## src/inc/frame_timing_pkg.sv

```systemverilog
// Purpose: constants for the frame number and periodic start timing block
// Assumes: 100 MHz clk, full-speed bit time of 12 Mbit/s
// Notes: register offsets are byte offsets from the memory base address
//
// Contract
// - frame count advances each time the remaining counter reloads.
// - frame count wraps to zero after its maximum value.
// - frame count advances on entry to the operational bus state.
// - per frame: count, send start token, store count, then fetch descriptor.
// - after the shared area write, set start-of-frame flag bit 2.
// - hardware reset clears the periodic start threshold.
// - at threshold, periodic lists take priority for the rest of the frame.
// - in-progress control or bulk transaction finishes before interrupt list.
// - frame number register at offset 3c, count in bits 13..0.
// - periodic start register at offset 40, threshold bits 13..0, reset zero.
// - remaining counter decrements per bit time, reloads after reaching zero.
// - interval field holds bit times per frame minus one, nominal 11999.
package frame_timing_pkg;
  localparam int unsigned ADDR_W = 8;
  localparam logic [ADDR_W-1:0] OFF_FRAME_NUMBER = 8'h3c;
  localparam logic [ADDR_W-1:0] OFF_PERIODIC_START = 8'h40;
  localparam int unsigned COUNT_W = 14;
  localparam logic [COUNT_W-1:0] FRAME_NUMBER_RESET = 14'h0000;
  localparam logic [COUNT_W-1:0] PERIODIC_START_RESET = 14'h0000;
  localparam logic [COUNT_W-1:0] INTERVAL_NOMINAL = 14'h2edf;
  localparam int unsigned SOF_FLAG_BIT = 2;
  localparam int unsigned CLK_HZ = 100000000;
  localparam int unsigned BIT_RATE_HZ = 12000000;
  localparam int unsigned BIT_TIME_CYCLES = CLK_HZ / BIT_RATE_HZ;
endpackage

```

## src/design/frame_timing.sv

```systemverilog
// Purpose: frame number, frame boundary sequencing and periodic start priority
// Assumes: register port synchronous to clk, one-cycle read and write strobes
// Notes: start token send and shared area write use request/done handshakes
`timescale 1ns/1ps
`default_nettype none
module frame_timing #(
  parameter int unsigned BIT_DIV = frame_timing_pkg::BIT_TIME_CYCLES
) (
  input wire logic clk,
  input wire logic rst,
  input wire logic reg_wr,
  input wire logic reg_rd,
  input wire logic [frame_timing_pkg::ADDR_W-1:0] reg_addr,
  input wire logic [31:0] reg_wdata,
  output logic [31:0] reg_rdata,
  output logic reg_hit,
  input wire logic operational_bus_state,
  input wire logic [frame_timing_pkg::COUNT_W-1:0] interval_bit_times,
  input wire logic xfer_busy,
  output logic [frame_timing_pkg::COUNT_W-1:0] remaining_bit_times,
  output logic sof_send,
  input wire logic sof_done,
  output logic comm_write_req,
  output logic [15:0] comm_write_data,
  input wire logic comm_write_done,
  output logic start_of_frame_flag,
  input wire logic sof_flag_clear,
  output logic desc_fetch_ok,
  output logic periodic_priority
);
  import frame_timing_pkg::*;

  if (BIT_DIV < 2 || BIT_DIV > 256) begin : g_div_check
    $error("BIT_DIV must be between 2 and 256");
  end

  typedef enum logic [1:0] {IDLE, SEND_SOF, WRITE_COMM, RUN} seq_e;

  // ****************************
  // bit time enable
  // ****************************
  logic [7:0] div_r;
  logic bit_tick;
  assign bit_tick = (div_r == 8'(BIT_DIV - 1));

  always_ff @(posedge clk or posedge rst) begin
    if (rst) begin
      div_r <= 8'h00;
    end else if (bit_tick) begin
      div_r <= 8'h00;
    end else begin
      div_r <= div_r + 8'h01;
    end
  end

  // ****************************
  // frame remaining and frame number
  // ****************************
  logic oper_d_r;
  logic enter_oper;
  logic reload;
  logic [COUNT_W-1:0] frame_count_r;
  logic [COUNT_W-1:0] threshold_r;
  seq_e seq_r;

  assign enter_oper = operational_bus_state && !oper_d_r;
  assign reload = operational_bus_state && bit_tick && (remaining_bit_times == 14'h0000);

  always_ff @(posedge clk or posedge rst) begin
    if (rst) begin
      oper_d_r <= 1'b0;
    end else begin
      oper_d_r <= operational_bus_state;
    end
  end

  always_ff @(posedge clk or posedge rst) begin
    if (rst) begin
      remaining_bit_times <= 14'h0000;
    end else if (enter_oper || reload) begin
      remaining_bit_times <= interval_bit_times;
    end else if (operational_bus_state && bit_tick) begin
      remaining_bit_times <= remaining_bit_times - 14'h0001;
    end
  end

  always_ff @(posedge clk or posedge rst) begin
    if (rst) begin
      frame_count_r <= FRAME_NUMBER_RESET;
    end else if (enter_oper || reload) begin
      frame_count_r <= frame_count_r + 14'h0001;
    end else if (reg_wr && reg_addr == OFF_FRAME_NUMBER) begin
      frame_count_r <= reg_wdata[COUNT_W-1:0];
    end
  end

  always_ff @(posedge clk or posedge rst) begin
    if (rst) begin
      threshold_r <= PERIODIC_START_RESET;
    end else if (reg_wr && reg_addr == OFF_PERIODIC_START) begin
      threshold_r <= reg_wdata[COUNT_W-1:0];
    end
  end

  // ****************************
  // frame boundary sequence
  // ****************************
  always_ff @(posedge clk or posedge rst) begin
    if (rst) begin
      seq_r <= IDLE;
      sof_send <= 1'b0;
      comm_write_req <= 1'b0;
      comm_write_data <= 16'h0000;
      desc_fetch_ok <= 1'b0;
    end else if (!operational_bus_state) begin
      seq_r <= IDLE;
      sof_send <= 1'b0;
      comm_write_req <= 1'b0;
      desc_fetch_ok <= 1'b0;
    end else begin
      unique case (seq_r)
        IDLE, RUN: begin
          if (enter_oper || reload) begin
            seq_r <= SEND_SOF;
            sof_send <= 1'b1;
            desc_fetch_ok <= 1'b0;
          end
        end
        SEND_SOF: begin
          if (sof_done) begin
            seq_r <= WRITE_COMM;
            sof_send <= 1'b0;
            comm_write_req <= 1'b1;
            comm_write_data <= {2'b00, frame_count_r};
          end
        end
        WRITE_COMM: begin
          if (comm_write_done) begin
            seq_r <= RUN;
            comm_write_req <= 1'b0;
            desc_fetch_ok <= 1'b1;
          end
        end
      endcase
    end
  end

  always_ff @(posedge clk or posedge rst) begin
    if (rst) begin
      start_of_frame_flag <= 1'b0;
    end else if (seq_r == WRITE_COMM && comm_write_done && operational_bus_state) begin
      start_of_frame_flag <= 1'b1;
    end else if (sof_flag_clear) begin
      start_of_frame_flag <= 1'b0;
    end
  end

  // ****************************
  // periodic priority
  // ****************************
  logic past_threshold_r;

  always_ff @(posedge clk or posedge rst) begin
    if (rst) begin
      past_threshold_r <= 1'b0;
    end else if (!operational_bus_state || enter_oper || reload) begin
      past_threshold_r <= 1'b0;
    end else if (remaining_bit_times == threshold_r) begin
      past_threshold_r <= 1'b1;
    end
  end

  always_ff @(posedge clk or posedge rst) begin
    if (rst) begin
      periodic_priority <= 1'b0;
    end else if (!past_threshold_r) begin
      periodic_priority <= 1'b0;
    end else if (!xfer_busy) begin
      periodic_priority <= 1'b1;
    end
  end

  // ****************************
  // register read port
  // ****************************
  always_ff @(posedge clk or posedge rst) begin
    if (rst) begin
      reg_rdata <= 32'h00000000;
      reg_hit <= 1'b0;
    end else begin
      reg_hit <= (reg_rd || reg_wr)
        && (reg_addr == OFF_FRAME_NUMBER || reg_addr == OFF_PERIODIC_START);
      if (reg_rd && reg_addr == OFF_FRAME_NUMBER) begin
        reg_rdata <= {18'h00000, frame_count_r};
      end else if (reg_rd && reg_addr == OFF_PERIODIC_START) begin
        reg_rdata <= {18'h00000, threshold_r};
      end else begin
        reg_rdata <= 32'h00000000;
      end
    end
  end

  // ****************************
  // checks
  // ****************************
  property p_fn_inc;
    @(posedge clk) disable iff (rst)
    (enter_oper || reload) |=> frame_count_r == $past(frame_count_r) + 14'h0001;
  endproperty
  a_fn_inc: assert property (p_fn_inc) else $error("frame count did not advance");

  property p_fn_wrap;
    @(posedge clk) disable iff (rst)
    (reload && frame_count_r == 14'h3fff) |=> frame_count_r == 14'h0000;
  endproperty
  a_fn_wrap: assert property (p_fn_wrap) else $error("frame count did not wrap");

  property p_oper_inc;
    @(posedge clk) disable iff (rst)
    $rose(operational_bus_state) |=> frame_count_r != $past(frame_count_r);
  endproperty
  a_oper_inc: assert property (p_oper_inc) else $error("no advance on operational entry");

  property p_order;
    @(posedge clk) disable iff (rst)
    $rose(comm_write_req) |-> !desc_fetch_ok && $past(sof_send);
  endproperty
  a_order: assert property (p_order) else $error("boundary sequence out of order");

  property p_sof_flag;
    @(posedge clk) disable iff (rst)
    (seq_r == WRITE_COMM && comm_write_done && operational_bus_state)
      |=> start_of_frame_flag && desc_fetch_ok;
  endproperty
  a_sof_flag: assert property (p_sof_flag) else $error("start-of-frame flag not set");

  property p_thr_reset;
    @(posedge clk) $fell(rst) |-> threshold_r == 14'h0000;
  endproperty
  a_thr_reset: assert property (p_thr_reset) else $error("threshold not cleared by reset");

  property p_prio_wait;
    @(posedge clk) disable iff (rst)
    (past_threshold_r && xfer_busy && !periodic_priority) |=> !periodic_priority;
  endproperty
  a_prio_wait: assert property (p_prio_wait) else $error("priority taken mid transaction");

  property p_prio_take;
    @(posedge clk) disable iff (rst)
    (past_threshold_r && !xfer_busy) |=> periodic_priority || !past_threshold_r;
  endproperty
  a_prio_take: assert property (p_prio_take) else $error("priority not taken");

  property p_remaining;
    @(posedge clk) disable iff (rst)
    (operational_bus_state && bit_tick && !reload && !enter_oper)
      |=> remaining_bit_times == $past(remaining_bit_times) - 14'h0001;
  endproperty
  a_remaining: assert property (p_remaining) else $error("remaining count not decremented");

  property p_rd_fn;
    @(posedge clk) disable iff (rst)
    (reg_rd && reg_addr == OFF_FRAME_NUMBER) |=> reg_rdata[31:14] == 18'h00000;
  endproperty
  a_rd_fn: assert property (p_rd_fn) else $error("reserved bits read nonzero");

  property p_c_wrap;
    @(posedge clk) disable iff (rst) reload && frame_count_r == 14'h3fff;
  endproperty
  c_wrap: cover property (p_c_wrap);
  property p_c_flag;
    @(posedge clk) disable iff (rst) $rose(start_of_frame_flag);
  endproperty
  c_flag: cover property (p_c_flag);
  property p_c_prio;
    @(posedge clk) disable iff (rst) past_threshold_r && xfer_busy ##[1:64] periodic_priority;
  endproperty
  c_prio: cover property (p_c_prio);
endmodule
`default_nettype wire

```

## config.mk

```make
export PLATFORM = sky130hd
export DESIGN_NAME = frame_timing
export DESIGN_NICKNAME = d
export VERILOG_FILES = /design/src/inc/frame_timing_pkg.sv /design/src/design/frame_timing.sv
export SDC_FILE = /design/constraint.sdc
export NUM_CORES = 1
export LEC_CHECK = 0
export BUFFER_PORTS_ARGS = -buffer_cell sky130_fd_sc_hd__buf_2
export CAP_MARGIN = 30
export CORE_AREA = 2 2 126 128
export DETAILED_ROUTE_END_ITERATION = 10
export DIE_AREA = 0 0 128 130
export PLACE_DENSITY = 0.54
export SLEW_MARGIN = 15
export SYNTH_ARGS = -nofsm -noshare
export SYNTH_HDL_FRONTEND = slang
export SYNTH_SLANG_ARGS = --single-unit
export TNS_END_PERCENT = 1
```

## constraint.sdc

```tcl
create_clock -name clk -period 3.2 [get_ports clk]
set_clock_uncertainty 0.05 [all_clocks]
set_input_delay 0.48 -clock clk [delete_from_list [all_inputs] [get_ports clk]]
set_output_delay 0.48 -clock clk [all_outputs]
set_load 0.01 [all_outputs]
```

# ---- Yosys cells after proc, flatten, opt, wreduce, memory -nomap -nowiden
# Cells that the tools add are included.
dict set report word_totals {
  ff_bits 106
  in_bits 63
  out_inout_bits 68
  word_cells 91
}
dict set report classes {
  add_sub_neg 3
  eq_ne 14
  mux 30
  n_reduce_logical 29
}
# op count
set ops {}
lappend ops {{$mux W14} 6}
lappend ops {{$mux W1} 15}
lappend ops {{$reduce_and A3 Y1} 5}
lappend ops {{$add A14 B1 Y14 const B} 1}
lappend ops {{$eq A14 B14 Y1} 1}
lappend ops {{$logic_not A14 Y1} 1}
lappend ops {{$sub A14 B1 Y14 const B} 1}
lappend ops {{$logic_and A1 B1 Y1} 10}
lappend ops {{$ne A3 B1 Y1 const B} 3}
lappend ops {{$ne A3 B3 Y1 const B} 3}
lappend ops {{$add A8 B1 Y8 const B} 1}
lappend ops {{$eq A8 B3 Y1 const B} 1}
lappend ops {{$eq A8 B6 Y1 const B} 1}
lappend ops {{$eq A8 B7 Y1 const B} 1}
lappend ops {{$mux W2} 4}
lappend ops {{$mux W8} 1}
lappend ops {{$reduce_bool A2 Y1} 4}
lappend ops {{$pmux W1 S2} 3}
lappend ops {{$pmux W2 S3} 1}
lappend ops {{$logic_or A1 B1 Y1} 5}
lappend ops {{$eq A2 B2 Y1 const B} 2}
lappend ops {{$eq A2 B1 Y1 const B} 1}
lappend ops {{$logic_not A1 Y1} 2}
lappend ops {{$logic_not A2 Y1} 1}
lappend ops {{other kinds (2)} 2}

# ---- Logic depth before layout (Yosys ltp)
# Gate-level depths: netlist of the first run.
dict set report depth {
  depth_word 7
  ltp_mapped 8
}

# ---- Worst setup path before layout of the first run
# OpenSTA, ideal clock, no wires.
dict set report synth_timing {
  path_type {flip-flop to flip-flop}
  start {register remaining_bit_times[0] in the netlist's numbering}
  end {register remaining_bit_times[9] in the netlist's numbering}
  setup_time_ps 124
  t_arrival_ps 1880
  required_ps 3026
  slack_ps 1147
  stages_incl_launch_ff 9
  synth_period_minus_slack_ps 2053
  path_cell_list {dfrtp_1 -> inv_1 -> ha_1 -> nor4bb_1 -> nand3_1 -> o21ai_2 -> buf_4 -> o21ai_0 -> a211o_1}
}
dict set report synth_via {
  elab_chain_cells 4
}
# item line_no
set synth_lines {}
lappend synth_lines {{start, declared} frame_timing.sv:20} ;# output logic [frame_timing_pkg::COUNT_W-1:0] remaining_bit_times,
lappend synth_lines {{start signal, assigned} frame_timing.sv:81} ;# remaining_bit_times <= interval_bit_times;
lappend synth_lines {{start signal, assigned} frame_timing.sv:83} ;# remaining_bit_times <= remaining_bit_times - 14'h0001;
lappend synth_lines {{branches (longest 4 deep; another with $sub A14 B1 Y14)} n/a}
# Several ways; the timed one is not identified. The select of a mux whose other input is x is not followed.
# A chain may end at the register's enable or synchronous reset.

# ---- Final worst setup path of the first run
dict set report layout_timing {
  start {register remaining_bit_times[0] in the netlist's numbering}
  end {register remaining_bit_times[3] in the netlist's numbering}
}
# The elaborated chain is that of the path after synthesis.

==> impl_metrics.csv, run 1 <==
group,metric,value,unit
floorplan,boundaryPins,131,
sta,finalMaxSlewViolations,0,
place,numPortBuffers,92,
clocking,clock_latency,340,ps
detailed_routing,vias,3681,
power_and_ir_drop,p_int,2380,uW
global_route,globalRoute.totalOverflow,0,
floorplan,fp-row-count,46,
clocking,clock-root-buffer,"clkbuf_16",
power_and_ir_drop,power.share.clock,29.0,%
cells_and_area,fin_util,35.1,%
floorplan,dieWidth,128,um
detailed_routing,drt-vias-per-instance,5.13,
place,gp_routability_congestion,0.850,
clocking,tritoncts_clock_tree,"built",
setup_path,worst_setup_path_start_kind,"flop",
synth,synth_cells,428,
cells_and_area,antenna-diode-count,0,
global_route,groute.usage.overall,15.3,%
global_route,met2_usage_in_global_routing,25.0,%
sta,final_worst_path_period_share,74.7,%
clocking,clk_pin_slew,60,ps
cells_and_area,fill_cells,1573,
setup_path,slowest_delay,450,ps
global_route,wire_length_of_the_first_global_routing_pass,19500,um
global_route,antenna_violations_before_repair,0,
cells_and_area,most-common-layout-cells,"92 x buf_2, 88 x dfrtp_1, 27 x nand3_1, 27 x nand2_1, 25 x mux2_2",
detailed_routing,firstDrtPassIters,4,
sta,setup_viol_count_final,0,
synth,dominantRegCellSynth,"dfrtp_1",
setup_path,worstPathMaxFanout,14,
status,outcome,"finished, final reports clean",
synth,synth-async-reset-ratio,100,%
clocking,max-clock-path-buffers,2,
clocking,postCtsHoldBufs,0,
global_route,grt_start_max_net_pins,41,
cells_and_area,drive_gt1_share,30.6,%
floorplan,placeableCoreArea,0.0154,mm^2
synth,yosys_warn_count,0,
place,detailed_place_hpwl,8900,um
power_and_ir_drop,irDropWorstVdd,279,uV
cells_and_area,seqCellArea,0.00220,mm^2
global_route,first_global_vias,3679,
power_and_ir_drop,swShare,33.8,%
setup_path,worst-setup-path-type,"flop to flop",
detailed_routing,initialDrtViolationCount,147,
cells_and_area,layout.cells.most_common,"buf_2",
global_route,grt_met3_usage,4.47,%
power_and_ir_drop,cellLeakagePower,0.00251,uW
power_and_ir_drop,switching_power,1210,uW
synth,syn-mean-instance-area,10.5,um^2
setup_path,worstPathCellList,"inv_1, ha_1, nor4bb_1, and3_1, a21oi_2, buf_4, o311a_1, or3_1",
cells_and_area,multiInputGateArea,0.00207,mm^2
floorplan,die_y,130,um
global_route,busiest_layer,"met2",
job,cap_viol_max_count,0,
power_and_ir_drop,power.density,663,mW/mm^2
sta,hold_violations,0,
power_and_ir_drop,share_seq_of_total_power,44.6,%
sta,max_freq,0.418,GHz
sta,layout_min_cycle_time,2390,ps
sta,relSlewSlack,44.7,%
setup_path,cp-end-kind,"flop",
detailed_routing,postRouteWirelength,12200,um
setup_path,timing.critical_path.required,3370,ps
floorplan,initial_utilization,29.3,%
synth,yosysUniqueCellTypes,58,
synth,synth_sequential_area_ratio,48.8,%
clocking,cts_made_buffers,9,
setup_path,cp_slowest_cell,"dfrtp_1",
synth,number_of_synthesized_register_bits,88,
hold_path,hold_path_class,"primary input to asynchronous set/reset pin",
sta,rsz0062_at_grt,"no",
cells_and_area,signed_area_change_from_the_synthesized_netlist_to_the_final_layout,19.9,%
detailed_routing,post-route-drc-count,0,
setup_path,critPathTopFamily,"simple AND/OR/NAND/NOR gates",
synth,synth-edff-count,0,
sta,worst_pin_slew,828,ps
cells_and_area,fin_nets,591,
setup_path,buffers_inverters_on_critical_path,2,
global_route,grt_use_met1,19.8,%
detailed_routing,antenna_left,0,
detailed_routing,detailed_route_wire_length_per_cell,16.9,um
sta,finalSetupTns,0,ps
clocking,total_of_cells_resized_after_clock_tree_synthesis,0,
power_and_ir_drop,power.combinational.fraction,26.5,%
clocking,clkSinkCount,88,
clocking,cts_setup_buffers,0,
setup_path,cp.arrival,2560,ps
floorplan,fp.dieArea,0.0166,mm^2
synth,synth.cell_area,0.00451,mm^2
clocking,clock_tree.htree_level_count,3,
worst paths after layout:
kind | from | to | slack (ps) | depth (start not counted)
setup / recovery | remaining_bit_times[0] | remaining_bit_times[3] | 810 | 8
hold / removal | rst | reg_hit | 160 | 2
setup reg to reg | remaining_bit_times[0] | remaining_bit_times[3] | 810 | 8
hold reg to reg | div_r[0] | div_r[0] | 400 | 1
max in group asynchronous | rst | remaining_bit_times[3] | 2130 | 3
min in group clk | sof_flag_clear | start_of_frame_flag | 260 | 2
cells by family after synthesis:
group | count (synthesis) | share of synthesized area, %
and+or+nand+nor | 129 | 15.4
AOI/OAI and AO/OA | 99 | 16.2
DFF | 88 | 48.8
buffers and inverters | 57 | 7.07
muxes | 28 | 6.91
xor gates and xnor gates | 20 | 3.88
adders and majority gates | 6 | 1.66
other | 1 | 0.0831
power by group through the flow:
stage | sequential, uW | combinational, uW | clock [uW]
after floorplan | 1600 | 627 | 0
after global placement | 1610 | 928 | 0
after detailed placement | 1620 | 954 | 0
after CTS | 1600 | 962 | 1070
after global routing | 1640 | 1070 | 1110
final | 1600 | 950 | 1040
layer usage:
layer  routed length (um)  part of all wire [%]  vias up
met5                    0                     0        -
met4                  163                   1.3        0
met3                  798                   6.6       10
met2                 5840                    48      114
met1                 5360                    44     1823
li1                     -                     -     1734
cell type report:
class | count | area share (%)
multi-input combinational | 302 | 38.2
sequential | 88 | 40.7
timing repair buffer | 103 | 10.0
inverter | 18 | 1.27
tap | 192 | 4.44
clock inverter | 5 | 1.09
clock buffer | 10 | 4.23
cell usage after synthesis, drive strengths merged (4+ instances only):
cell type | count | area share, %
o22ai | 4 | 0.55
a22o | 16 | 3.1
and3 | 11 | 1.5
nand3 | 27 | 3.0
nand4 | 7 | 0.97
dfrtp | 88 | 49
nand2 | 27 | 2.2
xnor2 | 9 | 1.7
o21ai | 19 | 2.2
xor2 | 11 | 2.1
or3 | 5 | 0.80
o221a | 9 | 2.2
inv | 18 | 1.5
nor2 | 15 | 1.2
buf | 30 | 4.8
o211ai | 4 | 0.67
nor4 | 7 | 1.1
ha | 6 | 1.7
mux2 | 25 | 6.2
clkbuf | 9 | 0.75
a21oi | 18 | 2.1
nor3 | 16 | 2.0
through the flow:
stage          power [uW]  cell area (um^2)  std cells  worst slack [ps]  hold slack [ps]
6_report             3590              5410        718               809              156
5_1_grt              3820              5410        718               701              204
4_1_cts              3630              5410        718               820              182
3_5_place_dp         2570              5120        703               743              399
3_3_place_gp         2540              5120        703               661              391
2_1_floorplan        2230              4580        447               391              374
state kept, by name, indices dropped and copies added, names as in the netlist:
name,cells
reg_hit,1
threshold_r,14
frame_count_r,14
past_threshold_r,1
seq_r,2
reg_rdata,14
sof_send,1
remaining_bit_times,14
start_of_frame_flag,1
comm_write_req,1
desc_fetch_ok,1
div_r,8
periodic_priority,1
comm_write_data,14
oper_d_r,1
(Power assumes the default switching activity.)
==> inputs of run 2 (changes only) <==
clock period = 2.3 ns   (was 3.2 ns; I/O delays follow)
==> run 2 against run 1 <==
Via count increased by 2.1%. Combinational power increased by 56%. Power increased by 44%. Register-to-register slack got worse by 600 ps. Clock power increased by 47%. Largest cell class unchanged.
==> impl_metrics.csv, run 2 (synthesized netlist as in run 1, its figures left out) <==
group,metric,value,unit
detailed_routing,vias,3757,
sta,setup_viol_count_final,0,
sta,rsz0062_at_grt,"no",
place,detailed_place_hpwl,9030,um
hold_path,hold_path_class,"primary input to asynchronous set/reset pin",
setup_path,r2r_setup_slack,210,ps
job,cap_viol_max_count,0,
place,numPortBuffers,92,
global_route,globalRoute.totalOverflow,0,
floorplan,fp-row-count,46,
global_route,wire_length_of_the_first_global_routing_pass,19800,um
floorplan,die_y,130,um
setup_path,cp-end-kind,"flop",
global_route,groute.usage.overall,15.3,%
setup_path,r2r-end,"remaining_bit_times[7]",
cells_and_area,antenna-diode-count,0,
floorplan,placeableCoreArea,0.0154,mm^2
detailed_routing,drt-vias-per-instance,5.06,
detailed_routing,initialDrtViolationCount,157,
cells_and_area,most-common-layout-cells,"92 x buf_2, 88 x dfrtp_1, 34 x buf_4, 27 x nand3_1, 27 x nand2_1",
detailed_routing,detailed_route_wire_length_per_cell,16.4,um
global_route,antenna_violations_before_repair,0,
power_and_ir_drop,power.density,918,mW/mm^2
global_route,grt_start_max_net_pins,89,
clocking,postCtsHoldBufs,0,
floorplan,boundaryPins,131,
cells_and_area,stdcell_area,0.00564,mm^2
setup_path,r2r-start,"remaining_bit_times[0]",
detailed_routing,antenna_left,0,
power_and_ir_drop,irDropWorstVdd,387,uV
status,outcome,"finished, final reports clean",
clocking,clock_latency,350,ps
power_and_ir_drop,design_power_total,5180,uW
clocking,cts_made_buffers,9,
clocking,clk_pin_slew,60,ps
place,gp_routability_congestion,0.868,
power_and_ir_drop,cellLeakagePower,0.00265,uW
setup_path,worst-setup-path-type,"flop to flop",
cells_and_area,fin_nets,615,
setup_path,worst_setup_path_start_kind,"flop",
cells_and_area,fin_util,36.6,%
sta,finalMaxSlewViolations,0,
sta,fin_hold_ws,73.7,ps
setup_path,worstPathMaxFanout,14,
sta,finalSetupTns,0,ps
detailed_routing,postRouteWirelength,12200,um
detailed_routing,post-route-drc-count,0,
clocking,clock_tree.htree_level_count,3,
place,dpl-instance-area,0.00530,mm^2
floorplan,initial_utilization,29.3,%
floorplan,fp.dieArea,0.0166,mm^2
setup_path,cp.arrival,2270,ps
clocking,max-clock-path-buffers,2,
floorplan,dieWidth,128,um
setup_path,rr_worst_depth,8,
clocking,tritoncts_clock_tree,"built",
cells_and_area,signed_area_change_from_the_synthesized_netlist_to_the_final_layout,25.1,%
sta,max_freq,0.479,GHz
cells_and_area,drive_gt1_share,34.1,%
detailed_routing,firstDrtPassIters,4,
global_route,first_global_vias,3727,
clocking,clock-root-buffer,"clkbuf_16",
clocking,clkSinkCount,88,
sta,hold_violations,0,
setup_path,timing.critical_path.required,2480,ps
cells_and_area,layout.cells.most_common,"buf_2",
sta,final_worst_path_period_share,90.7,%
setup_path,endpoint,"remaining_bit_times[7]",
sta,layout_min_cycle_time,2090,ps
setup_path,crit_path_launch,"remaining_bit_times[0]",
==> run 2: worst min path at each step <==
| stage | cells past startpoint | startpoint | to | slack [ps] |
|---|---|---|---|---|
| floorplan | 0 | operational_bus_state | oper_d_r | 330 |
| global placement | 1 | div_r[0] | div_r[0] | 390 |
| detailed placement | 1 | div_r[0] | div_r[0] | 400 |
| CTS | 3 | rst | reg_hit | 110 |
| global route | 3 | rst | reg_rdata[2] | 130 |
| finish | 3 | rst | periodic_priority | 70 |
==> run 2: cell type report <==
cell class / count / area [um^2]
fill: 1563 / 9780
clock inverter: 6 / 73.8
tap: 192 / 240
timing repair buffer: 127 / 736
multi-input combinational: 302 / 2080
inverter: 18 / 71.3
clock buffer: 10 / 239
sequential: 88 / 2200
==> run 2: through the flow <==
step | cells | worst slack (ps)
floorplan | 447 | 247
global placement | 726 | 133
detailed placement | 726 | 54.0
CTS | 742 | 49.7
global route | 743 | 29.3
finish | 743 | 213
==> run 2: per-layer routing <==
| metal | global-route usage (%) | part of all wire, % | vias up |
|---|---|---|---|
| met5 | 0 | 0 | - |
| met1 | 20.3 | 45 | 1837 |
| li1 | - | - | 1777 |
| met2 | 24.3 | 47 | 121 |
| met4 | 5.95 | 2.5 | 0 |
| met3 | 3.69 | 6.1 | 22 |
==> run 2: critical path, stage by stage, from the launching register on <==
cell	delay (ps)
dfrtp_1	380
inv_1	120
ha_1	160
nor4bb_4	210
nand3_1	180
o21ai_2	170
buf_4	220
o21ai_0	120
a221o_1	360
==> run 2: report_power, final <==
group / total (uW) / switching (uW) / internal (uW)
Combinational: 1480 / 792 / 693
Sequential: 2170 / 306 / 1860
Clock: 1530 / 641 / 885
Total: 5180 / 1740 / 3440
==> run 2: what timing repair did <==
action,4_1_cts,5_1_grt
endpoints found under the setup margin,0,18
gates resized for setup,0,4
setup buffers,0,1
hold endpoints to repair,0,0
